==> src/common/xie_consts.vh <==
// Constants for the extended indexed-instruction execution block
`ifndef XIE_CONSTS_VH
`define XIE_CONSTS_VH
// ----------------------------------------------------------------
// APB register byte offsets
// ----------------------------------------------------------------
`define XIE_OFS_CTRL 8'h00
`define XIE_OFS_FPTR0 8'h04
`define XIE_OFS_FPTR1 8'h08
`define XIE_OFS_FPTR2 8'h0c
`define XIE_OFS_BANK 8'h10
`define XIE_OFS_TOS 8'h14
`define XIE_OFS_PC 8'h18
`define XIE_OFS_STAT 8'h1c
// ----------------------------------------------------------------
// Field positions and reset values
// ----------------------------------------------------------------
`define XIE_CTRL_EXT_BIT 0
`define XIE_CTRL_RST 1'b0
`define XIE_STAT_SRCIND_BIT 4
`define XIE_STAT_DSTBLK_BIT 5
`define XIE_STAT_BADW2_BIT 6
`define XIE_FPTR_RST 12'h000
`define XIE_BANK_RST 4'h0
`define XIE_TOS_RST 21'h000000
`define XIE_PC_RST 21'h000000
// ----------------------------------------------------------------
// Opcode fields
// ----------------------------------------------------------------
`define XIE_OP_MOVE 8'heb
`define XIE_OP_PUSH 8'hfa
`define XIE_OP_SUBP 8'he9
`define XIE_OP_W2 4'hf
`define XIE_SEL_RET 2'b11
`define XIE_FRAME_IDX 2'd2
`define XIE_OFS_LIMIT 8'h5f
`define XIE_ACCESS_SPLIT 8'h60
`define XIE_ACCESS_HI_BANK 4'hf
`define XIE_IND_ZERO 8'h00
`endif

==> src/core/xie_ext_exec.v <==
// Decode and execution of extended indexed instructions with APB control
// ----------------------------------------------------------------
// ----------------------------------------------------------------
//
// The register offsets and the APB register port were chosen for this implementation.
`default_nettype none
`include "xie_consts.vh"
module xie_ext_exec #(
   parameter AW = 12,
   parameter [11:0] IND_MASK = 12'hff8, // Arbitrary plain default
   parameter [11:0] IND_MATCH = 12'hfe8, // Arbitrary plain default
   parameter [11:0] PCLOW_ADDR = 12'hff9, // Arbitrary plain default
   parameter [11:0] TOP_U_ADDR = 12'hfff, // Arbitrary plain default
   parameter [11:0] TOP_H_ADDR = 12'hffe, // Arbitrary plain default
   parameter [11:0] TOP_L_ADDR = 12'hffd // Arbitrary plain default
) (
   input wire pclk, // Core clock
   input wire presetn, // Asynchronous reset, active low
   input wire [7:0] paddr, // APB address
   input wire psel, // APB select
   input wire penable, // APB access phase
   input wire pwrite, // APB direction
   input wire [31:0] pwdata, // APB write data
   output reg [31:0] prdata, // APB read data
   output wire pready, // APB ready, always high
   output wire pslverr, // APB error on unmapped address
   input wire instr_valid, // Instruction word offered
   input wire [15:0] instr_word, // Instruction word
   output wire instr_ready, // Block can take a word
   output reg instr_done, // Pulse when an instruction ends
   input wire std_req, // Standard operand to resolve
   input wire [7:0] std_file_addr, // Operand file address
   input wire std_access, // Access bit from opcode
   input wire std_dest_sel, // Destination bit from opcode
   output reg std_valid, // Pulse, resolved address ready
   output reg [AW-1:0] std_eff_addr, // Resolved data address
   output reg std_to_file, // Result goes to file register
   output reg [AW-1:0] mem_addr, // Data memory address
   output reg [7:0] mem_wdata, // Data memory write data
   output reg mem_we, // Data memory write strobe
   output reg mem_re, // Data memory read strobe
   input wire [7:0] mem_rdata, // Read data, cycle after mem_re
   output reg pc_load, // Pulse, load program counter
   output reg [20:0] pc_value // Program counter target
);
   // ----------------------------------------------------------------
   // States
   // ----------------------------------------------------------------
   localparam [2:0] ST_IDLE = 3'd0;
   localparam [2:0] ST_MV2 = 3'd1;
   localparam [2:0] ST_MVRD = 3'd2;
   localparam [2:0] ST_MVWR = 3'd3;
   localparam [2:0] ST_RET = 3'd4;

   reg [2:0] state;
   reg ext_en;
   reg [AW-1:0] fptr [0:2];
   reg [3:0] bank_select_reg;
   reg [20:0] return_stack_top;
   reg [6:0] src_off;
   reg src_ind;
   reg flag_srcind;
   reg flag_dstblk;
   reg flag_badw2;
   integer i;
   // ----------------------------------------------------------------
   // Decode of the offered word
   // ----------------------------------------------------------------
   wire take = instr_valid & instr_ready;
   wire [7:0] opc = instr_word[15:8];
   wire is_move = ext_en & (opc == `XIE_OP_MOVE) & instr_word[7];
   wire is_push = ext_en & (opc == `XIE_OP_PUSH);
   wire is_subp = ext_en & (opc == `XIE_OP_SUBP);
   wire [1:0] sub_sel = instr_word[7:6];
   wire is_ret = is_subp & (sub_sel == `XIE_SEL_RET);
   wire w2_ok = instr_word[15:12] == `XIE_OP_W2;
   wire [AW-1:0] frame_pointer = fptr[`XIE_FRAME_IDX];
   // ----------------------------------------------------------------
   // Pointer arithmetic
   // ----------------------------------------------------------------
   // One adder forms move addresses: source in ST_MV2, destination later
   reg [6:0] dst_off;
   wire [6:0] idx_off = (state == ST_MV2) ? src_off : instr_word[6:0];
   wire [6:0] mv_off = (state == ST_MVWR) ? dst_off : idx_off;
   wire [AW-1:0] mv_addr;
   xie_ptr_add #(.AW(AW)) u_mv_add (
      .base(frame_pointer),
      .offs({{(AW-7){1'b0}}, mv_off}),
      .sub(1'b0),
      .sum(mv_addr)
   );
   // Selector 11 always means the frame pointer
   wire [1:0] ptr_idx = is_ret ? `XIE_FRAME_IDX : sub_sel;
   wire [AW-1:0] sub_base = is_push ? frame_pointer : fptr[ptr_idx];
   wire [AW-1:0] sub_offs = is_push ? {{(AW-1){1'b0}}, 1'b1} :
      {{(AW-6){1'b0}}, instr_word[5:0]};
   wire [AW-1:0] sub_res;
   xie_ptr_add #(.AW(AW)) u_sub (
      .base(sub_base),
      .offs(sub_offs),
      .sub(1'b1),
      .sum(sub_res)
   );
   wire [AW-1:0] std_sum;
   xie_ptr_add #(.AW(AW)) u_std_add (
      .base(frame_pointer),
      .offs({{(AW-8){1'b0}}, std_file_addr}),
      .sub(1'b0),
      .sum(std_sum)
   );
   // ----------------------------------------------------------------
   // Address classification
   // ----------------------------------------------------------------
   wire src_is_ind = (mv_addr & IND_MASK) == IND_MATCH;
   wire dst_is_ind = (mv_addr & IND_MASK) == IND_MATCH;
   wire dst_is_prot = (mv_addr == PCLOW_ADDR) | (mv_addr == TOP_U_ADDR) |
      (mv_addr == TOP_H_ADDR) | (mv_addr == TOP_L_ADDR);
   assign instr_ready = (state == ST_IDLE) | (state == ST_MV2);
   // ----------------------------------------------------------------
   // Instruction sequencer
   // ----------------------------------------------------------------
   // Memory strobes are registered; read data arrive one cycle later,
   // which is why the move spends a cycle in ST_MVRD
   always @(posedge pclk or negedge presetn)
   begin
      if (!presetn)
      begin
         state <= ST_IDLE;
         src_off <= 7'h00;
         dst_off <= 7'h00;
         src_ind <= 1'b0;
         mem_addr <= {AW{1'b0}};
         mem_wdata <= 8'h00;
         mem_we <= 1'b0;
         mem_re <= 1'b0;
         instr_done <= 1'b0;
         pc_load <= 1'b0;
         pc_value <= `XIE_PC_RST;
      end
      else
      begin
         mem_we <= 1'b0;
         mem_re <= 1'b0;
         instr_done <= 1'b0;
         pc_load <= 1'b0;
         case (state)
            ST_IDLE:
            begin
               if (take)
               begin
                  if (is_move)
                  begin
                     src_off <= instr_word[6:0];
                     state <= ST_MV2;
                  end
                  else if (is_push)
                  begin
                     mem_addr <= frame_pointer;
                     mem_wdata <= instr_word[7:0];
                     mem_we <= 1'b1;
                     instr_done <= 1'b1;
                  end
                  else if (is_ret)
                  begin
                     pc_value <= return_stack_top;
                     pc_load <= 1'b1;
                     state <= ST_RET;
                  end
                  else
                  begin
                     // Plain subtract, or a word this block does not own
                     instr_done <= 1'b1;
                  end
               end
            end
            ST_MV2:
            begin
               if (take)
               begin
                  if (w2_ok)
                  begin
                     dst_off <= instr_word[6:0];
                     mem_addr <= mv_addr;
                     mem_re <= 1'b1;
                     src_ind <= src_is_ind;
                     state <= ST_MVRD;
                  end
                  else
                  begin
                     // A broken pair is dropped rather than guessed at
                     instr_done <= 1'b1;
                     state <= ST_IDLE;
                  end
               end
            end
            ST_MVRD:
            begin
               state <= ST_MVWR;
            end
            ST_MVWR:
            begin
               mem_addr <= mv_addr;
               mem_wdata <= src_ind ? `XIE_IND_ZERO : mem_rdata;
               mem_we <= ~(dst_is_ind | dst_is_prot);
               instr_done <= 1'b1;
               state <= ST_IDLE;
            end
            ST_RET:
            begin
               // Idle cycle while the return target is fetched
               instr_done <= 1'b1;
               state <= ST_IDLE;
            end
            default:
            begin
               state <= ST_IDLE;
            end
         endcase
      end
   end

   // ----------------------------------------------------------------
   // Standard operand resolution
   // ----------------------------------------------------------------
   // Low access-bank operands become frame offsets only when enabled;
   // with the frame pointer at 00h the result equals the literal address
   always @(posedge pclk or negedge presetn)
   begin
      if (!presetn)
      begin
         std_valid <= 1'b0;
         std_eff_addr <= {AW{1'b0}};
         std_to_file <= 1'b0;
      end
      else
      begin
         std_valid <= std_req;
         if (std_req)
         begin
            std_to_file <= std_dest_sel;
            if (std_access)
               std_eff_addr <= {bank_select_reg, std_file_addr};
            else if (ext_en && std_file_addr <= `XIE_OFS_LIMIT)
               std_eff_addr <= std_sum;
            else if (std_file_addr < `XIE_ACCESS_SPLIT)
               std_eff_addr <= {4'h0, std_file_addr};
            else
               std_eff_addr <= {`XIE_ACCESS_HI_BANK, std_file_addr};
         end
      end
   end

   // ----------------------------------------------------------------
   // APB slave and software-visible registers
   // ----------------------------------------------------------------
   wire apb_wr = psel & penable & pwrite;
   wire apb_setup_rd = psel & ~penable & ~pwrite;
   reg mapped;
   reg [31:0] rd_mux;

   // Zero wait states: read data are latched in the setup phase
   always @*
   begin
      mapped = 1'b1;
      rd_mux = 32'h00000000;
      case (paddr)
         `XIE_OFS_CTRL: rd_mux = {31'h0, ext_en};
         `XIE_OFS_FPTR0: rd_mux = {20'h0, fptr[0]};
         `XIE_OFS_FPTR1: rd_mux = {20'h0, fptr[1]};
         `XIE_OFS_FPTR2: rd_mux = {20'h0, fptr[2]};
         `XIE_OFS_BANK: rd_mux = {28'h0, bank_select_reg};
         `XIE_OFS_TOS: rd_mux = {11'h0, return_stack_top};
         `XIE_OFS_PC: rd_mux = {11'h0, pc_value};
         `XIE_OFS_STAT: rd_mux = {25'h0, flag_badw2, flag_dstblk, flag_srcind, 1'b0, state};
         default: mapped = 1'b0;
      endcase
   end

   assign pready = 1'b1;
   assign pslverr = psel & penable & ~mapped;

   always @(posedge pclk or negedge presetn)
   begin
      if (!presetn)
         prdata <= 32'h00000000;
      else if (apb_setup_rd)
         prdata <= rd_mux;
   end

   // Instruction updates land first; a same-cycle APB write overrides them
   always @(posedge pclk or negedge presetn)
   begin
      if (!presetn)
      begin
         ext_en <= `XIE_CTRL_RST;
         for (i = 0; i < 3; i = i + 1)
            fptr[i] <= `XIE_FPTR_RST;
         bank_select_reg <= `XIE_BANK_RST;
         return_stack_top <= `XIE_TOS_RST;
      end
      else
      begin
         if (take && state == ST_IDLE && is_push)
            fptr[`XIE_FRAME_IDX] <= sub_res;
         else if (take && state == ST_IDLE && is_subp)
            fptr[ptr_idx] <= sub_res;
         if (apb_wr)
         begin
            case (paddr)
               `XIE_OFS_CTRL: ext_en <= pwdata[`XIE_CTRL_EXT_BIT];
               `XIE_OFS_FPTR0: fptr[0] <= pwdata[AW-1:0];
               `XIE_OFS_FPTR1: fptr[1] <= pwdata[AW-1:0];
               `XIE_OFS_FPTR2: fptr[2] <= pwdata[AW-1:0];
               `XIE_OFS_BANK: bank_select_reg <= pwdata[3:0];
               `XIE_OFS_TOS: return_stack_top <= pwdata[20:0];
               default: ;
            endcase
         end
      end
   end

   // ----------------------------------------------------------------
   // Sticky status flags, write one to clear, a new event wins
   // ----------------------------------------------------------------
   wire clr_stat = apb_wr & (paddr == `XIE_OFS_STAT);
   wire ev_srcind = (state == ST_MVWR) & src_ind;
   wire ev_dstblk = (state == ST_MVWR) & (dst_is_ind | dst_is_prot);
   wire ev_badw2 = (state == ST_MV2) & take & ~w2_ok;

   always @(posedge pclk or negedge presetn)
   begin
      if (!presetn)
      begin
         flag_srcind <= 1'b0;
         flag_dstblk <= 1'b0;
         flag_badw2 <= 1'b0;
      end
      else
      begin
         flag_srcind <= ev_srcind | (flag_srcind &
            ~(clr_stat & pwdata[`XIE_STAT_SRCIND_BIT]));
         flag_dstblk <= ev_dstblk | (flag_dstblk &
            ~(clr_stat & pwdata[`XIE_STAT_DSTBLK_BIT]));
         flag_badw2 <= ev_badw2 | (flag_badw2 &
            ~(clr_stat & pwdata[`XIE_STAT_BADW2_BIT]));
      end
   end
endmodule
`default_nettype wire

==> src/core/xie_ptr_add.v <==
// Twelve-bit pointer adder/subtractor that wraps inside the data space
`default_nettype none
module xie_ptr_add #(
   parameter AW = 12
) (
   input wire [AW-1:0] base, // Pointer value
   input wire [AW-1:0] offs, // Zero-extended offset
   input wire sub, // High to subtract
   output wire [AW-1:0] sum // Result modulo 2**AW
);
   // ----------------------------------------------------------------
   // Arithmetic
   // ----------------------------------------------------------------
   // Carry out is dropped on purpose so the address never leaves memory
   assign sum = sub ? (base - offs) : (base + offs);
endmodule
`default_nettype wire

==> config.mk <==
export PLATFORM = sky130hd
export DESIGN_NAME = xie_ext_exec
export DESIGN_NICKNAME = d
export VERILOG_FILES = /design/src/core/xie_ext_exec.v /design/src/core/xie_ptr_add.v
export VERILOG_INCLUDE_DIRS = /design/src /design/src/common
export SDC_FILE = /design/constraint.sdc
export NUM_CORES = 1
export LEC_CHECK = 0
export ABC_AREA = 1
export BUFFER_PORTS_ARGS = -buffer_cell sky130_fd_sc_hd__clkbuf_2
export CAP_MARGIN = 20
export CORE_MARGIN = 10
export CORE_UTILIZATION = 50
export DETAILED_ROUTE_END_ITERATION = 7
export GPL_TIMING_DRIVEN = 1
export PLACE_DENSITY = 0.73
export SLEW_MARGIN = 20
export SYNTH_ARGS = -nofsm -noshare
export SYNTH_HDL_FRONTEND = slang
export SYNTH_SLANG_ARGS = --single-unit
export TNS_END_PERCENT = 30
==> constraint.sdc <==
create_clock -name pclk -period 7.25 [get_ports pclk]
set_input_delay 1.8125 -clock pclk [delete_from_list [all_inputs] [get_ports pclk]]
set_output_delay 1.8125 -clock pclk [all_outputs]
set_load 0.02 [all_outputs]
# --- Yosys cells after proc, flatten, opt, wreduce, memory -nomap -nowiden ---
# Index checks and enable logic that the tools add are counted.
word_totals:
  register_bits: 174
  latch_bits: 0
  ramBits: 0
  rom_bits: 0
  inputBits: 81
  out_inout_bits: 94
  word_cells: 180
  mem_count: 0
classes:
  add_sub_neg: 3
  n_mul: 0
  div: 0
  n_lt_le_gt_ge: 4
  n_eq_ne: 28
  shifts: 0
  muxes: 60
  bitwise: 41
  n_reduce_logical: 20
ops:
  columns: ["operator", "n"]
  rows:
  - ["$mux 12", 16]
  - ["$pmux 21 s8", 1]
  - ["$mux 36", 2]
  - ["$eq 12x12->1 const B", 4]
  - ["$bwmux 36", 1]
  - ["$pmux 12 s3", 1]
  - ["$eq 8x5->1 const B", 4]
  - ["$mux 8", 4]
  - ["$bmux 12 s2", 1]
  - ["$demux 12 s2", 1]
  - ["$eq 8x8->1 const B", 3]
  - ["$mux 24", 1]
  - ["$and 1x1->1", 22]
  - ["$mux 1", 18]
  - ["$eq 8x4->1 const B", 2]
  - ["$pmux 8 s2", 1]
  - ["$mux 3", 5]
  - ["$mux 7", 2]
  - ["$add 12x7->12", 1]
  - ["$add 12x8->12", 1]
  - ["$sub 12x6->12", 1]
  - ["$ne 2x2->1 const B", 5]
  - ["$not 1->1", 10]
  - ["$eq 9x9->1 const B", 1]
  - ["other kinds (30)", 48]

# --- Longest topological paths before layout ---
logic_depth:
  word_depth: 15
  depth_mapped: 23
  depth_no_buf: 23

# --- By module ---
# From an unflattened synthesis, not the netlist that was laid out.
unflattened:
  hier_cells: 1767
  hier_area_um2: 12000.3
by_module_without_submodules:
  columns: ["mod", "instances", "cells_per_inst", "area_per_inst_um2"]
  rows:
  - ["xie_ext_exec", 1, 1266, 9141.3]
  - ["xie_ptr_add (u_mv_add ...)", 2, 167, 954.7]
  - ["xie_ptr_add (u_sub)", 1, 167, 949.7]

# --- Least setup slack after synthesis ---
# No wires, ideal clock.
synth_timing:
  path_type: "in2reg"
  start: "input instr_word[14]"
  end: "register fptr, in the netlist frame_pointer[10]"
  setup_time_ps: 117
  arrival_ps: 4277
  required_ps: 7133
  slack_ps: 2855
  stages: 21
  path_cell_list: "nand2_2 nor2_1 nand3_2 nand2_4 buf_6 nor2_1 o32ai_1 inv_1 fa_1 o21ai_0 nand2_1 nand2_1 a21oi_1 nand3_4 nor2_1 nand2_1 nand2_1 nand2_1 nand2_1 nand2_1 o21ai_2"
synth_between:
  elab_chain_cells: 15
synth_rtl:
  columns: ["item", "line_no", "source"]
  rows:
  - ["start: declaration", "xie_ext_exec.v:28", "input wire [15:0] instr_word,"]
  - ["$eq 8x8->1 (no line)", null, null]
  - ["$and 1x1->1", "xie_ext_exec.v:73", "wire is_subp = ext_en & (opc == `XIE_OP_SUBP);"]
  - ["$and 1x1->1", "xie_ext_exec.v:75", "wire is_ret = is_subp & (sub_sel == `XIE_SEL_RET);"]
  - ["$mux 2", "xie_ext_exec.v:93", "wire [1:0] ptr_idx = is_ret ? `XIE_FRAME_IDX : sub_sel;"]
  - ["$not 2->3 (implied by the code)", "xie_ext_exec.v:94, xie_ext_exec.v:306", null]
  - ["$bmux 12 s2", "xie_ext_exec.v:94", "wire [AW-1:0] sub_base = is_push ? frame_pointer : fptr[ptr_idx];"]
  - ["$mux 12 (implied by the code) (2 in series)", "xie_ext_exec.v:94", null]
  - ["$mux 12", "xie_ext_exec.v:94", null]
  - ["$sub 12x6->12", "xie_ptr_add.v:15", "assign sum = sub ? (base - offs) : (base + offs);"]
  - ["$bwmux 36", "xie_ext_exec.v:306", "fptr[ptr_idx] <= sub_res;"]
  - ["$mux 36", "xie_ext_exec.v:305", "else if (take && state == ST_IDLE && is_subp)"]
  - ["$mux 12 *", "xie_ext_exec.v:303", "if (take && state == ST_IDLE && is_push)"]
  - ["$mux 12", "xie_ext_exec.v:309", "case (paddr)"]
  - ["$mux 36 *", "xie_ext_exec.v:307", "if (apb_wr)"]
  - ["end signal: indexed assignment", "xie_ext_exec.v:297", "fptr[i] <= `XIE_FPTR_RST;"]
  - ["end signal: indexed assignment", "xie_ext_exec.v:304", "fptr[`XIE_FRAME_IDX] <= sub_res;"]
  - ["end signal: indexed assignment", "xie_ext_exec.v:306", null]
  - ["end: declaration", "xie_ext_exec.v:57", "reg [AW-1:0] fptr [0:2];"]
# Mark *: on every way between the ends. The rest lies on a longest branch, timed or not. The select of a mux whose other input is x is not followed.
# A chain may end at the register's enable or synchronous reset.

# --- Worst setup path after layout ---
# Ends and elaborated chain as after synthesis.

==> key figures <==
GRT
  – Number of global-route vias before repair: between 8000 and 9000
  – Pin count of the biggest net entering global routing: between 90 and 100
  – Remaining Overflow, GRT: 0
  – Initial antenna violation count: 0
  – Total GRT Usage: about 22%
  – First-pass GRT wire length: approximately 43000 µm

Cells and area
  – Layout cell share with drive strength beyond 1: between 10% and 20%
  – Reg with most FFs: fptr
  – Commonest non-fill, non-tap cell in the layout: nand2_1
  – Number of flip-flops in the largest register: 24
  – Nets: 1416
  – Non-Filler Instances: 1553
  – Area Overhead vs Synth: 15.3%
  – Diode count: 0
  – Fin util: a little under 60%
  – Most frequent cells in the layout: nand2_1 (277), dfrtp_1 (163), clkbuf_2 (150), o21ai_0 (130), inv_1 (126)

Logic synthesis
  – Largest area contributor in the netlist: dfrtp_1
  – Ys async rst share: 100%
  – Top_reg_cell synth: dfrtp_1
  – Distinct cells, synth: 54
  – EDFF count, synth: 0
  – Post-synth top area share: about 44%
  – Syn. warnings: 0
  – Avg Inst Size Synth: 7.81 µm²
  – Top post-synthesis cells by area: dfrtp_1 (44%), nand2_1 (11%), o21ai_0 (7.1%), a21oi_1 (5.5%), inv_1 (5.1%)
  – Seq/Total Area, Yosys: 44.2%
  – Mapped cell area: slightly above 0.009 mm²
  – Seq cells post-synth: 163
  – Post-Syn Instances: around 1200

Power and ir drop
  – Clock power share: 34.0%
  – Pleak: ~5.4 nW
  – Psw: roughly 0.93 mW
  – Sequential power share: slightly above 40%
  – Internal: approximately 1.7 mW
  – Worst vdd ir: around 0.18 mV
  – Power per cell area: around 240 mW/mm²
  – Sw Share: between 30% and 40%
  – Logic pwr share: 25.6%

Job
  – Maximum capacitance violations: 0

STA
  – Worst-Margin Slew: 0.968 ns
  – Slew margin rel.: 35.5%
  – Final setup margin: between 2 and 3 ns
  – RSZ-0062 raised after global routing: false
  – Pins Over Slew Limit: 0
  – TNS Setup: 0 ns
  – Hold WS: 0.474 ns
  – Final Hold Vio Count: 0
  – Final period util: between 60% and 70%
  – Final Skew: ~0.012 ns
  – Setup-failing EPs final: 0
  – Tmin final: ~4.6 ns
  – Maximum clock frequency: about 220 MHz

Place
  – DPL Wire Length: between 20000 and 25000 µm
  – Placed Instances: roughly 1500
  – Port Buffer Count: about 150
  – Routability cong.: 0.959
  – Pre-CTS setup slack: between 2 and 2.5 ns

Worst setup path
  – Crit-path max cell delay: 0.47 ns
  – Critical Path Start Type: primary input
  – Crit Path Class: in2reg
  – Buf+Inv Stages, Crit Path: 3
  – Critical Path RT: roughly 7.6 ns
  – Most frequent CP cell: nand2_1
  – Crit path max-delay family: simple AND/OR/NAND/NOR gates
  – CP Cell Sequence: clkbuf_2 -> nand2_2 -> nor2_1 -> nand3_2 -> nand2_4 -> nand2_2 -> nand2_4 -> inv_1 -> o32ai_1 -> inv_1 -> fa_1 -> o21ai_0 -> nand2_1 -> nand2_1 -> a21oi_1 -> nand3_4 -> nor2_1 -> nand2_1 -> nand2_1 -> nand2_1 -> nand2_1 -> nand2_1 -> o21ai_2
  – Arrival @ worst endpoint: a little under 5 ns
  – Critical Path Fanout Max: 15
  – Slowest-stage cell, CP: fa_1
  – Critical Path Sink Type: flip-flop

Route
  – Vias/cell: between 5 and 6
  – Antenna viol nets, final: 0
  – DR vias: 8506
  – DR WL/cell: about 18 µm
  – Drc violations: 0
  – DRT Pass-1 Iters: 5
  – Initial DRC count: between 700 and 800
  – Detailed-route wire length: between 20000 and 30000 µm

Worst hold path
  – Worst Hold Class: reg2reg

Clock network
  – Clk sink count: roughly 160
  – Root Buffer: clkbuf_16
  – Cts hold-fix bufs: 0
  – Post-CTS Setup Inserts: 0
  – Clk buf depth: 2
  – CTS H-tree depth: 4
  – Clock transition at the registers of the reported paths: roughly 0.070 ns
  – TritonCTS buffer count: 17
  – TritonCTS clock tree: done
  – Clk_lat worst skew: 0.44 ns
  – Resize count post-CTS: 0

Run status
  – Status: finished clean

Floorplanning
  – Die width: between 150 and 200 µm
  – Area of the die: ~0.024 mm²
  – Starting Density: 51.0%
  – Die Y: roughly 160 µm
  – Number of I/O pins: around 180
  – Core Area: approximately 0.018 mm²
  – Row Count: 49
## synth_stat cells (all sizes together) (2+ instances only)
cell / instances
conb: 2
nand4: 3
inv: 135
nand2: 292
nand3b: 4
a22oi: 7
a221oi: 7
a31oi: 11
nor3: 13
clkinv: 4
a21oi: 102
nor2: 92
buf: 30
or2: 4
xor2: 16
ha: 21
o21ai: 142
o21a: 4
o221ai: 4
xnor2: 2
o22ai: 16
fa: 3
clkbuf: 26
o211ai: 19
a211oi: 4
dfrtp: 163
nand3: 47
## power groups by stage
stage | Clock (mW) | Combinational [mW] | Sequential [mW]
after CTS | 0.892 | 0.667 | 1.05
after floorplan | 0 | 0.400 | 1.12
after detailed placement | 0 | 0.662 | 1.07
final | 0.883 | 0.666 | 1.05
after global placement | 0 | 0.651 | 1.06
after global routing | 0.932 | 0.738 | 1.06
## cells by family after synthesis
logic type	Yosys count	synth area share (%)
muxes	1	0.122
DFF	163	44.2
other	2	0.0814
adders and majority gates	24	3.50
buffers and inverters	195	8.91
xor gates and xnor gates	18	1.79
AOI/OAI and AO/OA	322	19.7
and+or+nand+nor	457	21.7
## worst reg2reg max path, stage by stage (launching register included)
cell and delay, ns:
dfrtp_1 0.46, nor2_2 0.50, inv_2 0.31, nor2_1 0.16, buf_4 0.21, clkinv_1 0.47, o22ai_1 0.34, a21oi_1 0.07
ha_1 0.38, inv_1 0.06, nor3_1 0.20, nand2_1 0.08, nand3_1 0.16, nand3_1 0.14, xor2_1 0.19, nand2b_1 0.16
nor2_1 0.19, nand2_1 0.17, nand2_1 0.09, nand2_1 0.05
## metrics by stage
| step | total power, mW | area (µm²) |
|---|---|---|
| after CTS | 2.61 | 10600 |
| after global placement | 1.71 | 10100 |
| after floorplan | 1.52 | 9270 |
| final | 2.60 | 10600 |
| after global routing | 2.73 | 10600 |
| after detailed placement | 1.73 | 10100 |
## layer usage
| metal | track usage (%) | routed length, µm | vias to the layer above |
|---|---|---|---|
| li1 | - | - | 4149 |
| met1 | 29.0 | 11600 | 3949 |
| met2 | 35.9 | 13200 | 350 |
| met3 | 4.77 | 2200 | 58 |
| met4 | 8.77 | 810 | 0 |
| met5 | 0 | 0 | - |
## area by class of cell
class / count / area (µm²)
Timing Repair Buffer: 156 / 800
Sequential cell: 163 / 4080
Clock buffer: 18 / 439
Clock inverter: 14 / 141
Tap cell: 229 / 287
Multi-Input combinational cell: 834 / 4370
Fill cell: 1618 / 7450
Inverter: 139 / 522
## final timing paths
path | startpoint | to | slack, ns | cells after the start
setup / recovery | instr_word[14] | frame_pointer[10] | 2.70 | 23
hold / removal | std_to_file | std_to_file | 0.47 | 2
setup reg to reg | state[2] | mem_we | 2.76 | 19
hold reg to reg | std_to_file | std_to_file | 0.47 | 2
max in group asynchronous | presetn | bank_select_reg[1] | 4.36 | 2
min in group asynchronous | presetn | mem_re | 1.50 | 1
(Power assumes the default switching activity.)
